--- config.mk ---
export PLATFORM = sky130hd
export DESIGN_NAME = ssch_handler
export DESIGN_NICKNAME = d
export VERILOG_FILES = /design/src/hdl/ssch_pkg.sv /design/src/hdl/ssch_baud_if.sv /design/src/hdl/ssch_baud_detect.sv /design/src/hdl/ssch_handler.sv
export VERILOG_INCLUDE_DIRS = /design/src /design/src/hdl
export SDC_FILE = /design/constraint.sdc
export NUM_CORES = 1
export LEC_CHECK = 0
export ABC_CLOCK_PERIOD_IN_PS = 5300
export BUFFER_PORTS_ARGS = -buffer_cell sky130_fd_sc_hd__buf_2
export CAP_MARGIN = 20
export CORE_AREA = 2 2 85 87
export CTS_BUF_LIST = sky130_fd_sc_hd__clkbuf_4
export CTS_CLUSTER_SIZE = 8
export DETAILED_ROUTE_END_ITERATION = 8
export DIE_AREA = 0 0 87 89
export GPL_ROUTABILITY_DRIVEN = 0
export GPL_TIMING_DRIVEN = 0
export PLACE_DENSITY = 0.88
export SETUP_SLACK_MARGIN = 0.3
export SYNTH_ARGS = -nofsm -noshare
export SYNTH_HDL_FRONTEND = slang
export SYNTH_SLANG_ARGS = --single-unit
--- constraint.sdc ---
create_clock -name clk_sys_in -period 5.3 [get_ports clk_sys_in]
set_input_delay 1.06 -clock clk_sys_in [delete_from_list [all_inputs] [get_ports clk_sys_in]]
set_output_delay 1.06 -clock clk_sys_in [all_outputs]
set_load 0.05 [all_outputs]
--- src/hdl/ssch_defines.svh ---
/*
 * constants of the system settings command handler: command codes,
 * settings record layout, factory values and serial rates.
 * assumes nothing beyond being included by bare name.
 */
`ifndef SSCH_DEFINES_SVH
`define SSCH_DEFINES_SVH

// command codes as presented by the dispatcher (numeric form)
`define SSCH_CODE_DAC2 8'h2a
`define SSCH_CODE_SAVE 8'h52
`define SSCH_CODE_ABAUD 8'h53
`define SSCH_CODE_ADDR 8'h57
`define SSCH_CODE_ACK 8'h45
`define SSCH_DAC_MAX 8'h3f

// persistable settings record
`define SSCH_SET_W 18
`define SSCH_F_ACKEN 0
`define SSCH_F_ACKCH 8:1
`define SSCH_F_ADDR 16:9
`define SSCH_F_ABAUD 17

// factory values
`define SSCH_RST_ACKEN 1'b0
`define SSCH_RST_ACKCH 8'h00
`define SSCH_RST_ADDR 8'h62
`define SSCH_RST_ABAUD 1'b1
`define SSCH_RST_DAC 6'h00
`define SSCH_RST_BSEL 3'h0

// clock and serial rates, fastest first (select index 0..7)
`define SSCH_CLK_HZ 25000000
`define SSCH_BAUD_0 115200
`define SSCH_BAUD_1 56700
`define SSCH_BAUD_2 38400
`define SSCH_BAUD_3 19200
`define SSCH_BAUD_4 14400
`define SSCH_BAUD_5 9600
`define SSCH_BAUD_6 4800
`define SSCH_BAUD_7 2400

`endif

--- src/hdl/ssch_pkg.sv ---
/*
 * types of the system settings command handler.
 * assumes the defines header for all numeric constants.
 */
package ssch_pkg;
   typedef enum logic [1:0] {ST_LOAD, ST_DETECT, ST_RUN} ssch_state_type;
   typedef enum logic [1:0] {DT_OFF, DT_IDLE, DT_HIGH, DT_LOW} ssch_det_state_type;
endpackage : ssch_pkg

--- src/hdl/ssch_baud_if.sv ---
/*
 * carrier between the command handler and its rate detector.
 * assumes both ends on the same clock.
 */
`timescale 1ns/1ps
interface ssch_baud_if;
   logic start;
   logic rx;
   logic done;
   logic [2:0] sel;
   modport det (input start, input rx, output done, output sel);
   modport ctl (output start, output rx, input done, input sel);
endinterface : ssch_baud_if

--- src/hdl/ssch_baud_detect.sv ---
/*
 * rate detector: after start, waits for idle line, times the first low
 * pulse (start bit of a carriage return, whose first data bit is high)
 * and picks the nearest of eight rates.
 * assumes rx synchronous to clk and idle high.
 */
`timescale 1ns/1ps
`include "ssch_defines.svh"
module ssch_baud_detect #(
   parameter int CLK_HZ = `SSCH_CLK_HZ
) (
   input wire logic clk_sys_in,
   input wire logic rst_n_in,
   ssch_baud_if.det bif
);
   localparam int unsigned PER [8] = '{CLK_HZ / `SSCH_BAUD_0, CLK_HZ / `SSCH_BAUD_1,
      CLK_HZ / `SSCH_BAUD_2, CLK_HZ / `SSCH_BAUD_3, CLK_HZ / `SSCH_BAUD_4,
      CLK_HZ / `SSCH_BAUD_5, CLK_HZ / `SSCH_BAUD_6, CLK_HZ / `SSCH_BAUD_7};
   localparam int CW = $clog2(2 * PER[7] + 1);

   // the fastest rate must still give a few samples per bit
   if (PER[0] < 4) begin : g_chk
      $error("clock too slow for rate detection");
   end

   ssch_pkg::ssch_det_state_type st_q;
   logic [CW-1:0] cnt_q;
   logic done_q;
   logic [2:0] sel_q;

   // nearest rate by midpoints between neighbouring bit periods
   function automatic logic [2:0] pick(input logic [CW-1:0] w);
      logic [2:0] r;
      r = 3'h0;
      for (int i = 1; i < 8; i++) begin
         if ({w, 1'b0} > (CW + 1)'(PER[i-1] + PER[i])) begin
            r = 3'(i);
         end
      end
      return r;
   endfunction : pick

   // line must first be seen idle so a glitch at start is not timed
   always_ff @(posedge clk_sys_in or negedge rst_n_in) begin
      if (!rst_n_in) begin
         st_q <= ssch_pkg::DT_OFF;
      end else begin
         case (st_q)
            ssch_pkg::DT_OFF: if (bif.start) st_q <= ssch_pkg::DT_IDLE;
            ssch_pkg::DT_IDLE: if (bif.rx) st_q <= ssch_pkg::DT_HIGH;
            ssch_pkg::DT_HIGH: if (!bif.rx) st_q <= ssch_pkg::DT_LOW;
            ssch_pkg::DT_LOW: if (bif.rx) st_q <= ssch_pkg::DT_OFF;
            default: st_q <= ssch_pkg::DT_OFF;
         endcase
      end
   end

   // low pulse width, saturating so a stuck line cannot wrap
   always_ff @(posedge clk_sys_in or negedge rst_n_in) begin
      if (!rst_n_in) begin
         cnt_q <= '0;
      end else if (st_q != ssch_pkg::DT_LOW) begin
         cnt_q <= CW'(1);
      end else if (cnt_q != '1) begin
         cnt_q <= cnt_q + CW'(1);
      end
   end

   // result on the rising edge that ends the start bit
   always_ff @(posedge clk_sys_in or negedge rst_n_in) begin
      if (!rst_n_in) begin
         done_q <= 1'b0;
         sel_q <= `SSCH_RST_BSEL;
      end else begin
         done_q <= (st_q == ssch_pkg::DT_LOW) && bif.rx;
         if ((st_q == ssch_pkg::DT_LOW) && bif.rx) sel_q <= pick(cnt_q);
      end
   end

   assign bif.done = done_q;
   assign bif.sel = sel_q;
endmodule : ssch_baud_detect

--- src/hdl/ssch_handler.sv ---
/*
 * system settings command handler: second dac output, completion
 * character, save of persistable settings, target address and
 * automatic rate detection at start-up.
 * assumes a dispatcher that presents one decoded command per cycle with
 * its numeric argument, and a nonvolatile store that answers once after
 * reset with the saved record or a blank flag.
 */
// Contract
// - escape dac2 command loads value 0..63
// - numeric code 42 plus byte sets dac2
// - ack command stores and enables character
// - ack argument zero disables completion character
// - save command writes flagged settings to store
// - after reset load saved settings, else factory
// - new address recorded, old kept until reset
// - address 0x62 unless other saved and reset
// - address taken unchecked; host keeps it even
// - autobaud on: time first carriage return
// - rate is one of eight listed values
`timescale 1ns/1ps
`include "ssch_defines.svh"
module ssch_handler #(
   parameter int CLK_HZ = `SSCH_CLK_HZ
) (
   input wire logic clk_sys_in,
   input wire logic rst_n_in,
   input wire logic cmd_valid_in,
   input wire logic [7:0] cmd_code_in,
   input wire logic [7:0] cmd_arg_in,
   input wire logic serial_rx_in,
   input wire logic nv_load_valid_in,
   input wire logic nv_blank_in,
   input wire logic [`SSCH_SET_W-1:0] nv_load_data_in,
   output logic cmd_ready_out,
   output logic [5:0] dac2_out,
   output logic ack_en_out,
   output logic [7:0] ack_char_out,
   output logic ack_send_out,
   output logic nv_save_out,
   output logic [`SSCH_SET_W-1:0] nv_save_data_out,
   output logic [7:0] i2c_addr_out,
   output logic [7:0] pend_addr_out,
   output logic autobaud_en_out,
   output logic [2:0] baud_sel_out,
   output logic baud_ready_out
);
   if (CLK_HZ < 1000000) begin : g_chk
      $error("clock rate too low for serial rates");
   end

   ssch_pkg::ssch_state_type st_q;
   ssch_baud_if bif ();
   logic start_q;
   logic take;
   logic known;
   logic ld_ok;
   logic [`SSCH_SET_W-1:0] ld_rec;
   logic ack_en_next;

   // record applied at start: saved one, or factory when store is blank
   assign ld_ok = (st_q == ssch_pkg::ST_LOAD) && nv_load_valid_in;
   assign ld_rec = nv_blank_in ? {`SSCH_RST_ABAUD, `SSCH_RST_ADDR, `SSCH_RST_ACKCH, `SSCH_RST_ACKEN}
                               : nv_load_data_in;
   assign take = cmd_valid_in && cmd_ready_out;
   assign known = (cmd_code_in == `SSCH_CODE_DAC2) || (cmd_code_in == `SSCH_CODE_SAVE) ||
                  (cmd_code_in == `SSCH_CODE_ABAUD) || (cmd_code_in == `SSCH_CODE_ADDR) ||
                  (cmd_code_in == `SSCH_CODE_ACK);
   // the ack command itself answers with the new setting
   assign ack_en_next = (cmd_code_in == `SSCH_CODE_ACK) ? (cmd_arg_in != 8'h00) : ack_en_out;

   assign bif.rx = serial_rx_in;
   assign bif.start = start_q;

   ssch_baud_detect #(.CLK_HZ(CLK_HZ)) u_det (
      .clk_sys_in(clk_sys_in),
      .rst_n_in(rst_n_in),
      .bif(bif)
   );

   // start-up sequence; commands wait only for the stored record
   always_ff @(posedge clk_sys_in or negedge rst_n_in) begin
      if (!rst_n_in) begin
         st_q <= ssch_pkg::ST_LOAD;
         start_q <= 1'b0;
         cmd_ready_out <= 1'b0;
      end else begin
         start_q <= ld_ok && ld_rec[`SSCH_F_ABAUD];
         if (ld_ok) cmd_ready_out <= 1'b1;
         case (st_q)
            ssch_pkg::ST_LOAD: begin
               if (ld_ok) st_q <= ld_rec[`SSCH_F_ABAUD] ? ssch_pkg::ST_DETECT : ssch_pkg::ST_RUN;
            end
            ssch_pkg::ST_DETECT: if (bif.done) st_q <= ssch_pkg::ST_RUN;
            ssch_pkg::ST_RUN: st_q <= ssch_pkg::ST_RUN;
            default: st_q <= ssch_pkg::ST_LOAD;
         endcase
      end
   end

   // serial rate: fixed default unless detection runs
   always_ff @(posedge clk_sys_in or negedge rst_n_in) begin
      if (!rst_n_in) begin
         baud_sel_out <= `SSCH_RST_BSEL;
         baud_ready_out <= 1'b0;
      end else if (ld_ok && !ld_rec[`SSCH_F_ABAUD]) begin
         baud_ready_out <= 1'b1;
      end else if (st_q == ssch_pkg::ST_DETECT && bif.done) begin
         baud_sel_out <= bif.sel;
         baud_ready_out <= 1'b1;
      end
   end

   // second dac; values above range clamp to full scale
   always_ff @(posedge clk_sys_in or negedge rst_n_in) begin
      if (!rst_n_in) begin
         dac2_out <= `SSCH_RST_DAC;
      end else if (take && cmd_code_in == `SSCH_CODE_DAC2) begin
         dac2_out <= (cmd_arg_in > `SSCH_DAC_MAX) ? 6'h3f : cmd_arg_in[5:0];
      end
   end

   // completion character setting
   always_ff @(posedge clk_sys_in or negedge rst_n_in) begin
      if (!rst_n_in) begin
         ack_en_out <= `SSCH_RST_ACKEN;
         ack_char_out <= `SSCH_RST_ACKCH;
      end else if (ld_ok) begin
         ack_en_out <= ld_rec[`SSCH_F_ACKEN];
         ack_char_out <= ld_rec[`SSCH_F_ACKCH];
      end else if (take && cmd_code_in == `SSCH_CODE_ACK) begin
         ack_en_out <= ack_en_next;
         ack_char_out <= cmd_arg_in;
      end
   end

   // one completion pulse per handled command while enabled
   always_ff @(posedge clk_sys_in or negedge rst_n_in) begin
      if (!rst_n_in) begin
         ack_send_out <= 1'b0;
      end else begin
         ack_send_out <= take && known && ack_en_next;
      end
   end

   // addresses: live one only changes at start-up, pending one on command
   always_ff @(posedge clk_sys_in or negedge rst_n_in) begin
      if (!rst_n_in) begin
         i2c_addr_out <= `SSCH_RST_ADDR;
         pend_addr_out <= `SSCH_RST_ADDR;
      end else if (ld_ok) begin
         i2c_addr_out <= ld_rec[`SSCH_F_ADDR];
         pend_addr_out <= ld_rec[`SSCH_F_ADDR];
      end else if (take && cmd_code_in == `SSCH_CODE_ADDR) begin
         pend_addr_out <= cmd_arg_in;
      end
   end

   // autobaud flag, used only at the next start-up
   always_ff @(posedge clk_sys_in or negedge rst_n_in) begin
      if (!rst_n_in) begin
         autobaud_en_out <= `SSCH_RST_ABAUD;
      end else if (ld_ok) begin
         autobaud_en_out <= ld_rec[`SSCH_F_ABAUD];
      end else if (take && cmd_code_in == `SSCH_CODE_ABAUD) begin
         autobaud_en_out <= 1'b1;
      end
   end

   // save snapshot; a save in the same cycle as a change stores the old value
   always_ff @(posedge clk_sys_in or negedge rst_n_in) begin
      if (!rst_n_in) begin
         nv_save_out <= 1'b0;
         nv_save_data_out <= '0;
      end else begin
         nv_save_out <= take && cmd_code_in == `SSCH_CODE_SAVE;
         if (take && cmd_code_in == `SSCH_CODE_SAVE) begin
            nv_save_data_out <= {autobaud_en_out, pend_addr_out, ack_char_out, ack_en_out};
         end
      end
   end
endmodule : ssch_handler

==> results.py, run 1 <==
metrics = {
    "detailed_routing": {
        "wl_per_cell_um": 16.2,
        "drt-pass1-iter-count": 5,
        "vias_per_cell": 5.86,
        "first_iter_violations": 268,
        "ant_nets": 0,
        "drt-total-wl_mm": 9.79,
        "vias": 3543,
        "drc": 0,
    },
    "yosys": {
        "synth_top_family_by_area": "simple AND/OR/NAND/NOR gates",
        "synth-simple-area-share_pct": 19.8,
        "ys_types": 58,
        "synth-compound-area-share_pct": 17.1,
        "ys_ff_latch": 81,
        "netlist_area_um2": 3920,
        "syn_nets": 464,
        "synth-xor-area-share_pct": 1.79,
        "avgSynthCellArea_um2": 9.47,
        "synthCells": 414,
        "synthArstFlopShare_pct": 100,
        "synth_ff_type": "dfrtp_1",
        "synthAdderAreaFrac_pct": 3.19,
        "synth_edf_count": 0,
        "synth_mux_area_share_pct": 1.69,
        "yosysSeqAreaShare_pct": 51.9,
        "ys_warn_count": 0,
    },
    "worst_setup_path": {
        "cp_data_arrival_time_ns": 2.81,
        "ff2ff_setup_slack_ns": 3.12,
        "r2r_cells": 7,
        "critPathRequiredTime_ns": 5.69,
        "crit_type": "input port to flip-flop",
        "endpoint_kind": "flip-flop",
        "worstPathMaxFanout": 10,
        "r2r_end": "pend_addr_out[2]$_DFFE_PN0P_",
        "worstSetupStartpointType": "input port",
        "r2r_start": "st_q[0]$_DFFE_PN0P_",
    },
    "global_route": {
        "grt_max_degree": 43,
        "grt_pass1_vias": 3284,
        "grt_usage_pct": 26.1,
        "antenna_found_initial": 0,
        "grt_pass1_wl_mm": 15.6,
        "grt.overflow.total": 0,
    },
    "cts": {
        "path_clk_slew_ns": 0.15,
        "cts_root_buffer": "clkbuf_4",
        "cts_max_path_buffers": 2,
        "cts_resized": 0,
        "hold_buffers": 0,
        "cts_buffers": 9,
        "cts_tree": "done",
        "clk_latency_ns": 0.45,
        "cts_sinks": 81,
        "h-tree-depth": 3,
        "cts_setup_buffers": 0,
    },
    "placed_design": {
        "dpl.hpwl_mm": 7.41,
        "portBuffers": 94,
        "dp.cells": 589,
        "pre_cts_ws_ns": 2.38,
        "postPlaceCellArea_um2": 4510,
    },
    "sta": {
        "finalSetupViolCount": 0,
        "fin_skew_ns": 0.0188,
        "hold_viol": 0,
        "whs_ns": 0.477,
        "fin_ws_ns": 2.88,
        "finalMaxSlewViolations": 0,
        "tightestPinTransition_ns": 0.650,
        "slew_headroom_pct": 56.4,
        "finalCriticalPeriod_ns": 2.42,
        "rsz0062_at_grt": "false",
        "clock.fmax_mhz": 413,
        "fin_setup_tns_ns": 0,
        "period_share_pct": 45.7,
    },
    "floorplanning": {
        "coreArea_um2": 6720,
        "die_area_um2": 7740,
        "initial_core_util_pct": 58.3,
        "rows": 30,
        "die_height_um": 89,
        "io_pins": 97,
        "dieWidth_um": 87,
    },
    "flow_run": {
        "drv_cap": 0,
    },
    "layout": {
        "syn2layout_area_growth_pct": 18.4,
        "design_area_um2": 4640,
        "fin_cells": 605,
        "final_common_cell": "buf_2",
        "diodes": 0,
        "nets": 570,
        "final_cell_mix": "buf_2 (93), nand2_1 (88), dfrtp_1 (74)",
        "nFillCells": 544,
        "drive_above_1_share_pct": 25.0,
    },
    "min_path": {
        "hold_class": "flip-flop to flip-flop",
        "holdPathEnd": "nv_save_data_out[1]$_DFFE_PN0P_",
        "holdCritStartpoint": "nv_save_data_out[1]$_DFFE_PN0P_",
        "whs_path_depth": 2,
    },
    "power_and_ir_drop": {
        "peakVddDrop_mv": 0.380,
        "p_per_area_nw_per_um2": 487,
        "p_leak_uw": 0.00230,
    },
    "run_status": {
        "status": "finished, final reports clean",
    },
}
synth_stat cells (3+ instances only):
master	count	area share [%]
o21ai_0	13	1.7
a21oi_1	19	2.4
o2111ai_1	3	0.67
o22a_1	5	1.1
inv_1	15	1.4
nand3b_1	4	0.77
a22o_1	5	1.1
dfrtp_1	74	47
or3_1	3	0.48
a31oi_1	4	0.64
ha_1	10	3.2
and3_1	3	0.48
xor2_1	7	1.6
o22ai_1	6	0.96
nand3_1	5	0.64
clkbuf_1	20	1.9
mux2_2	3	0.86
nor2_1	23	2.2
a22oi_1	10	1.9
nor3b_1	4	0.77
dfstp_2	7	4.7
nand2_1	88	8.4
nor3_1	12	1.5
nand4_1	5	0.80
and2_1	4	0.64
o21ai_1	22	2.8
flip-flops by register name, summed over array words and instances (netlist names), 3 cells and up:
name and count:
baud_sel_out 3, pend_addr_out 8, i2c_addr_out 8, dac2_out 6, ack_char_out 8, nv_save_data_out 18
u_det.cnt_q 15, u_det.bif.sel 3
kinds of logic after synthesis:
group | count (synthesis)
mux | 6
buf+inv | 41
fa+ha+maj | 10
xor+xnor | 8
simple gates | 165
flops | 81
compound gates | 103
through the flow:
step,power [uW],util [%]
floorplan,1650,-
global placement,1880,66.8
detailed placement,1930,67.2
CTS,2270,69.1
global route,2390,69.1
finish,2260,69.1
area by class of cell:
cell class	instances	area [um^2]	area share, %
well taps	80	100	2.16
flip-flops and latches	81	2040	43.9
repair buffers	95	493	10.6
clock inverters	7	60.1	1.29
inverters	16	60.1	1.29
plain buffers	25	116	2.51
multi-input cells	292	1710	36.8
clock buffers	9	67.6	1.46
layer usage:
layer / wire, um / global-route usage (%) / part of all wire (%) / up-vias
li1: - / - / - / 1665
met4: 183 / 9.38 / 1.9 / 0
met2: 4860 / 44.0 / 50 / 172
met3: 768 / 3.60 / 7.8 / 21
met5: 0 / 0 / 0 / -
met1: 3980 / 34.9 / 41 / 1685
worst max-delay path: stages:
cell and delay, ns:
buf_2 0.12, nor4b_2 0.39, nand4_1 0.20, nor3_2 0.48, clkbuf_1 0.39, nand2_1 0.09
nand2_1 0.08
power breakdown:
part / internal [uW] / leakage, uW / switching (uW)
combinational: 275 / 0.00119 / 738
clock: 103 / 0.0000611 / 243
sequential: 788 / 0.00105 / 114
worst max-delay path by stage:
stage	from	end	slack, ns	depth (start not counted)
3_3_place_gp	cmd_code_in[3]	nv_save_data_out[15]$_DFFE_PN0P_	2.36	7
3_5_place_dp	cmd_code_in[3]	nv_save_data_out[11]$_DFFE_PN0P_	2.38	7
5_1_grt	cmd_code_in[3]	nv_save_data_out[9]$_DFFE_PN0P_	2.64	7
6_report	cmd_code_in[3]	nv_save_data_out[11]$_DFFE_PN0P_	2.88	7
2_1_floorplan	cmd_code_in[3]	nv_save_data_out[11]$_DFFE_PN0P_	2.88	6
4_1_cts	cmd_code_in[3]	nv_save_data_out[11]$_DFFE_PN0P_	2.86	7
Power figures use the tool's default switching activity.
==> inputs of run 2 (changes only) <==
--- a/config.mk
+++ b/config.mk
@@ -6,17 +6,17 @@
 export SDC_FILE = /design/constraint.sdc
 export NUM_CORES = 1
 export LEC_CHECK = 0
-export ABC_CLOCK_PERIOD_IN_PS = 5300
+export ABC_CLOCK_PERIOD_IN_PS = 1950
 export BUFFER_PORTS_ARGS = -buffer_cell sky130_fd_sc_hd__buf_2
 export CAP_MARGIN = 20
-export CORE_AREA = 2 2 85 87
+export CORE_AREA = 2 2 92 94
 export CTS_BUF_LIST = sky130_fd_sc_hd__clkbuf_4
 export CTS_CLUSTER_SIZE = 8
 export DETAILED_ROUTE_END_ITERATION = 8
-export DIE_AREA = 0 0 87 89
+export DIE_AREA = 0 0 94 96
 export GPL_ROUTABILITY_DRIVEN = 0
 export GPL_TIMING_DRIVEN = 0
-export PLACE_DENSITY = 0.88
+export PLACE_DENSITY = 0.8
 export SETUP_SLACK_MARGIN = 0.3
 export SYNTH_ARGS = -nofsm -noshare
 export SYNTH_HDL_FRONTEND = slang
==> constraint.sdc (replaced) <==
create_clock -name clk_sys_in -period 1.95 [get_ports clk_sys_in]
set_input_delay 0.39 -clock clk_sys_in [delete_from_list [all_inputs] [get_ports clk_sys_in]]
set_output_delay 0.39 -clock clk_sys_in [all_outputs]
set_load 0.05 [all_outputs]
==> results.py, run 2 (synthesis gave the netlist of run 1 again) <==
metrics = {
    "run_status": {
        "status": "complete, but fails checks",
        "violations": "setup timing",
    },
    "worst_setup_path": {
        "crit_top_cell": "or4_4",
        "worstPathMaxFanout": 3,
        "worstSetupStartpointType": "flip-flop",
        "endpoint_kind": "flip-flop",
        "critPathRequiredTime_ns": 2.27,
        "cp_data_arrival_time_ns": 2.33,
        "crit_type": "flip-flop to flip-flop",
        "worst_path_max_delay_cell": "or4_4",
        "crit_chain": "or4_4 > or4_4 > o21ai_2 > a21oi_1 > o32a_1",
        "cp_slowest_stage_delay_ns": 0.56,
    },
    "detailed_routing": {
        "ant_nets": 0,
        "vias_per_cell": 5.76,
        "drt-pass1-iter-count": 4,
        "drt-met1-wl_mm": 4.42,
        "dr.max_layer_used": "met5",
        "drc": 0,
        "wl_per_cell_um": 17.2,
        "vias": 3768,
        "dr_wl_met2_mm": 5.54,
        "drt-total-wl_mm": 11.3,
        "first_iter_violations": 163,
        "wl_met3_um": 951,
    },
    "sta": {
        "tightestPinTransition_ns": 0.552,
        "rsz0062_at_grt": "true",
        "fin_skew_ns": 0.0240,
        "finalSetupViolCount": 1,
        "slew_headroom_pct": 63.1,
        "hold_viol": 0,
        "finalCriticalPeriod_ns": 2.02,
        "period_share_pct": 103,
        "fin_setup_tns_ns": -0.0655,
        "fin_ws_ns": -0.0655,
        "finalMaxSlewViolations": 0,
        "clock.fmax_mhz": 496,
    },
    "flow_run": {
        "drv_cap": 0,
    },
    "cts": {
        "cts_root_buffer": "clkbuf_4",
        "clk_latency_ns": 0.44,
        "cts_max_path_buffers": 2,
        "cts_buffers": 9,
        "cts_tree": "done",
        "path_clk_slew_ns": 0.14,
        "cts_sinks": 81,
        "h-tree-depth": 3,
    },
    "layout": {
        "largest_register": "nv_save_data_out",
        "multiInputGateArea_um2": 1960,
        "top_regs": "nv_save_data_out (18), u_det.cnt_q (15)",
        "syn2layout_area_growth_pct": 33.9,
        "final_cell_mix": "nand2_1 (86), buf_2 (86), dfrtp_1 (73)",
        "diodes": 0,
        "nFillCells": 666,
        "seqCellArea_um2": 2040,
        "nets": 594,
        "largest_reg_flops": 18,
        "drive_above_1_share_pct": 37.3,
    },
    "floorplanning": {
        "io_pins": 97,
        "coreArea_um2": 8050,
        "initial_core_util_pct": 48.7,
        "die_height_um": 96,
        "die_area_um2": 9020,
        "dieWidth_um": 94,
        "rows": 33,
    },
    "placed_design": {
        "portBuffers": 94,
        "pre_cts_ws_ns": -0.128,
        "dpl.hpwl_mm": 7.56,
    },
    "global_route": {
        "grt_pass1_wl_mm": 16.9,
        "grt_usage_pct": 24.1,
        "grt_pass1_vias": 3570,
        "antenna_found_initial": 1,
        "grt.overflow.total": 0,
        "grt_max_degree": 43,
    },
    "power_and_ir_drop": {
        "peakVddDrop_mv": 0.772,
        "p_leak_uw": 0.00253,
        "p_per_area_nw_per_um2": 1230,
        "p_total_uw": 6460,
    },
    "min_path": {
        "hold_class": "input port to flip-flop",
    },
}
[run 2: changes by cell type in the layout (fill, tap and decap cells not counted), sizes merged]
cell and change:
dlygate4sd3 +1, clkinvlp -2, clkbuf -1, clkinv +2, buf +24
[run 2: cell type report]
class                   count  share of cell area (%)
inverters                  16                    1.19
clock inverters             7                    1.03
clock buffers               9                    1.29
plain buffers              25                    3.91
flip-flops and latches     81                    38.8
multi-input cells         292                    37.4
repair buffers            119                    13.9
well taps                 105                    2.50
[run 2: timing repair]
| item | in CTS | in global routing |
|---|---|---|
| setup endpoints to repair | 63 | 42 |
| endpoints found under the hold margin | 40 | 0 |
| gates resized for setup | 51 | 37 |
| cloned | 1 | 0 |
| buffers inserted | 16 | 6 |
| pin swaps | 8 | 18 |
| hold buffers | 1 | 0 |
[run 2: power by group]
| part | switching [uW] | internal, uW |
|---|---|---|
| combinational | 2120 | 985 |
| sequential | 301 | 2140 |
| clock | 638 | 276 |
| total | 3060 | 3400 |
[run 2: final timing paths]
path / to / cells after the start / from / slack, ns
setup / recovery: u_det.bif.sel[0]$_DFFE_PN0P_ / 5 / u_det.cnt_q[12]$_DFFE_PN0P_ / -0.07
hold / removal: i2c_addr_out[1]$_DFFE_PN1P_ / 2 / nv_load_data_in[10] / 0.18
setup reg to reg: u_det.bif.sel[0]$_DFFE_PN0P_ / 5 / u_det.cnt_q[12]$_DFFE_PN0P_ / -0.07
hold reg to reg: nv_save_data_out[6]$_DFFE_PN0P_ / 2 / nv_save_data_out[6]$_DFFE_PN0P_ / 0.48
max in group asynchronous: i2c_addr_out[5]$_DFFE_PN1P_ / 3 / rst_n_in / 0.83
min in group asynchronous: ack_char_out[6]$_DFFE_PN0P_ / 2 / rst_n_in / 0.46
[run 2: worst max-delay path: cells and delay by family (launching register included)]
kind | cells | cell delay (ns)
AND/OR/NAND/NOR | 2 | 0.99
flip-flops | 1 | 0.42
AO/OA/AOI/OAI | 3 | 0.52
[run 2: stage by stage]
stage                     hold slack (ns)  instance area [um^2]  utilization, %  std cells
after global routing                0.168                  5250            65.2        654
after detailed placement            0.407                  4610            57.3        614
after CTS                           0.169                  5060            62.9        648
after floorplan                    0.0944                  3990               -        414
after global placement              0.444                  4590            57.0        613
final                               0.185                  5250            65.2        654
[run 2: layer usage]
layer / vias up / track usage (%)
li1: 1716 / -
met1: 1820 / 29.9
met2: 195 / 39.8
met3: 35 / 7.28
met4: 2 / 9.54
met5: - / 0
==> inputs of run 3 (changes only) <==
--- a/config.mk
+++ b/config.mk
@@ -6,17 +6,18 @@
 export SDC_FILE = /design/constraint.sdc
 export NUM_CORES = 1
 export LEC_CHECK = 0
+export ABC_AREA = 1
 export ABC_CLOCK_PERIOD_IN_PS = 1950
-export BUFFER_PORTS_ARGS = -buffer_cell sky130_fd_sc_hd__buf_2
 export CAP_MARGIN = 20
-export CORE_AREA = 2 2 92 94
+export CORE_AREA = 2 2 87 89
 export CTS_BUF_LIST = sky130_fd_sc_hd__clkbuf_4
 export CTS_CLUSTER_SIZE = 8
 export DETAILED_ROUTE_END_ITERATION = 8
-export DIE_AREA = 0 0 94 96
+export DIE_AREA = 0 0 89 91
+export DONT_BUFFER_PORTS = 1
 export GPL_ROUTABILITY_DRIVEN = 0
 export GPL_TIMING_DRIVEN = 0
-export PLACE_DENSITY = 0.8
+export PLACE_DENSITY = 0.79
 export SETUP_SLACK_MARGIN = 0.3
 export SYNTH_ARGS = -nofsm -noshare
 export SYNTH_HDL_FRONTEND = slang
==> results.py, run 3 <==
metrics = {
    "min_path": {
        "hold_class": "input port to asynchronous set/reset pin",
    },
    "global_route": {
        "antenna_found_initial": 0,
        "grt.overflow.total": 0,
        "grt_pass1_vias": 3387,
        "grt_max_degree": 82,
        "grt_pass1_wl_mm": 15.8,
        "grt_usage_pct": 24.9,
    },
    "layout": {
        "drive_above_1_share_pct": 17.0,
        "diodes": 0,
        "nets": 569,
        "largest_reg_flops": 18,
        "design_area_um2": 4560,
        "top_regs": "nv_save_data_out (18), u_det.cnt_q (15)",
        "largest_register": "nv_save_data_out",
        "final_cell_mix": "nand2_1 (116), dfrtp_1 (72), inv_1 (62)",
        "syn2layout_area_growth_pct": 10.1,
        "final_common_cell": "nand2_1",
        "fin_cells": 623,
    },
    "run_status": {
        "status": "complete, but fails checks",
        "violations": "hold timing",
    },
    "yosys": {
        "ys_ff_latch": 81,
        "synth-xor-area-share_pct": 0.635,
        "synth_top_area_share_pct": 44.7,
        "synthArstFlopShare_pct": 100,
        "synthTopCellsByArea": "dfrtp_1 (45%), nand2_1 (11%), inv_1 (6.0%)",
        "synth-compound-area-share_pct": 13.3,
        "post-synth-top-count-cell": "nand2_1",
        "ys_warn_count": 0,
        "synthAdderAreaFrac_pct": 3.02,
        "netlist_area_um2": 4140,
        "synth_top_family_by_area": "simple AND/OR/NAND/NOR gates",
        "synth_ff_type": "dfrtp_1",
        "synth_top_area_cell": "dfrtp_1",
        "ys_types": 43,
        "syn_nets": 552,
        "synth_mux_area_share_pct": 1.09,
        "synthCells": 502,
        "synth-simple-area-share_pct": 24.9,
        "synth_edf_count": 0,
        "avgSynthCellArea_um2": 8.25,
        "synthTopCellsByCount": "nand2_1 (119), dfrtp_1 (74), inv_1 (66)",
        "yosysSeqAreaShare_pct": 49.2,
    },
    "worst_setup_path": {
        "cp_data_arrival_time_ns": 1.97,
        "cp_slowest_stage_delay_ns": 0.39,
        "r2r_cells": 8,
        "crit_top_cell": "o21ai_0",
        "crit_chain": "ha_2 > nand3_2 > nor2_4 > nand2_2 > inv_1 > nand3_1 > o21ai_0 > o21ai_0",
        "cp_top_family": "simple AND/OR/NAND/NOR gates",
        "path_buf_inv": 1,
        "critPathRequiredTime_ns": 2.27,
        "endpoint_kind": "flip-flop",
        "cp.depth": 8,
        "worstSetupStartpointType": "flip-flop",
        "worstPathMaxFanout": 9,
        "worst_path_max_delay_cell": "dfrtp_1",
        "crit_type": "flip-flop to flip-flop",
    },
    "floorplanning": {
        "rows": 31,
        "io_pins": 97,
        "initial_core_util_pct": 58.0,
        "dieWidth_um": 89,
        "die_height_um": 91,
        "coreArea_um2": 7140,
        "die_area_um2": 8100,
    },
    "power_and_ir_drop": {
        "p_total_uw": 5750,
        "p_leak_uw": 0.00226,
        "peakVddDrop_mv": 0.753,
        "p_per_area_nw_per_um2": 1260,
    },
    "cts": {
        "cts_max_path_buffers": 2,
        "cts_sinks": 81,
        "clk_latency_ns": 0.44,
        "cts_tree": "done",
        "cts_buffers": 9,
        "path_clk_slew_ns": 0.14,
        "cts_root_buffer": "clkbuf_4",
        "h-tree-depth": 3,
    },
    "sta": {
        "rsz0062_at_grt": "true",
        "hold_viol": 81,
        "period_share_pct": 84.6,
        "finalSetupViolCount": 0,
        "fin_setup_tns_ns": 0,
        "whs_ns": -0.380,
        "slew_headroom_pct": 64.3,
        "tightestPinTransition_ns": 0.531,
        "clock.fmax_mhz": 606,
        "fin_skew_ns": 0.0254,
        "finalMaxSlewViolations": 0,
        "finalCriticalPeriod_ns": 1.65,
    },
    "detailed_routing": {
        "drc": 0,
        "vias_per_cell": 5.66,
        "ant_nets": 0,
        "first_iter_violations": 260,
        "wl_per_cell_um": 15.8,
        "drt-total-wl_mm": 9.87,
        "drt-pass1-iter-count": 5,
        "vias": 3528,
    },
    "flow_run": {
        "drv_cap": 0,
    },
    "placed_design": {
        "dpl.hpwl_mm": 7.22,
        "postPlaceCellArea_um2": 4260,
        "dp.cells": 601,
        "portBuffers": 0,
    },
}
## run 3: kinds of logic (layout without fill, tap and decap cells)
logic type / count (synthesis) / after routing
AO/OA/AOI/OAI: 95 / 95
XOR/XNOR: 3 / 3
adder cells (fa/ha/maj): 10 / 10
buffers and inverters: 81 / 103
flip-flops: 81 / 81
multiplexers: 4 / 4
AND/OR/NAND/NOR: 228 / 228
## run 3: power by group
part	switching, uW	leakage, uW	internal (uW)
logic	786	0.00115	496
registers	1350	0.00104	2090
clock network	624	0.0000705	401
## run 3: repair_timing
action	in CTS	in global routing
pin swaps	1	2
setup buffers	3	3
resized for setup	10	25
endpoints found under the setup margin	55	41
endpoints found under the hold margin	81	81
## run 3: worst reg2reg max path, cell delays in order, from the launching register on
cell     delay [ns]
dfrtp_1        0.39
ha_2           0.22
nand3_2        0.13
nor2_4         0.16
nand2_2        0.09
inv_1          0.08
nand3_1        0.23
o21ai_0        0.15
o21ai_0        0.10
## run 3: worst paths after layout
| kind | to | start | slack (ns) |
|---|---|---|---|
| worst max-delay path | u_det.cnt_q[0]$_DFFE_PN0P_ | u_det.cnt_q[1]$_DFFE_PN0P_ | 0.30 |
| worst min-delay path | i2c_addr_out[7]$_DFFE_PN0P_ | rst_n_in | -0.38 |
| worst max register to register | u_det.cnt_q[0]$_DFFE_PN0P_ | u_det.cnt_q[1]$_DFFE_PN0P_ | 0.30 |
| worst min register to register | u_det.bif.sel[1]$_DFFE_PN0P_ | u_det.bif.sel[1]$_DFFE_PN0P_ | 0.50 |
| max in group asynchronous | i2c_addr_out[5]$_DFFE_PN1P_ | rst_n_in | 2.13 |
| min in group clk_sys_in | autobaud_en_out$_DFFE_PN1P_ | cmd_code_in[0] | 0.08 |
## run 3: area by class of cell
type | count | area (um^2)
tap | 99 | 124
clock buffer | 9 | 67.6
inverter | 68 | 256
buffer | 13 | 76.3
multi-input combinational | 340 | 1870
clock inverter | 7 | 77.6
timing repair buffer | 6 | 45.0
sequential | 81 | 2040
fill | 613 | 2580
## run 3: through the flow
| stage | hold WS (ns) | utilization (%) | setup WS (ns) |
|---|---|---|---|
| 4_1_cts | -0.404 | 62.5 | 0.297 |
| 3_3_place_gp | 0.0962 | 59.7 | 0.165 |
| 6_report | -0.380 | 63.9 | 0.300 |
| 3_5_place_dp | 0.0961 | 59.7 | 0.131 |
| 2_1_floorplan | 0.0944 | - | 0.372 |
| 5_1_grt | -0.433 | 63.9 | 0.210 |
## run 3: metal layers
layer	routed length (um)	vias to the layer above	global-route usage [%]	part of all wire (%)
met4	263	0	10.7	2.7
met1	3870	1658	31.7	39
met5	0	-	0	0
met2	4820	161	39.6	49
li1	-	1680	-	-
met3	916	29	6.82	9.3
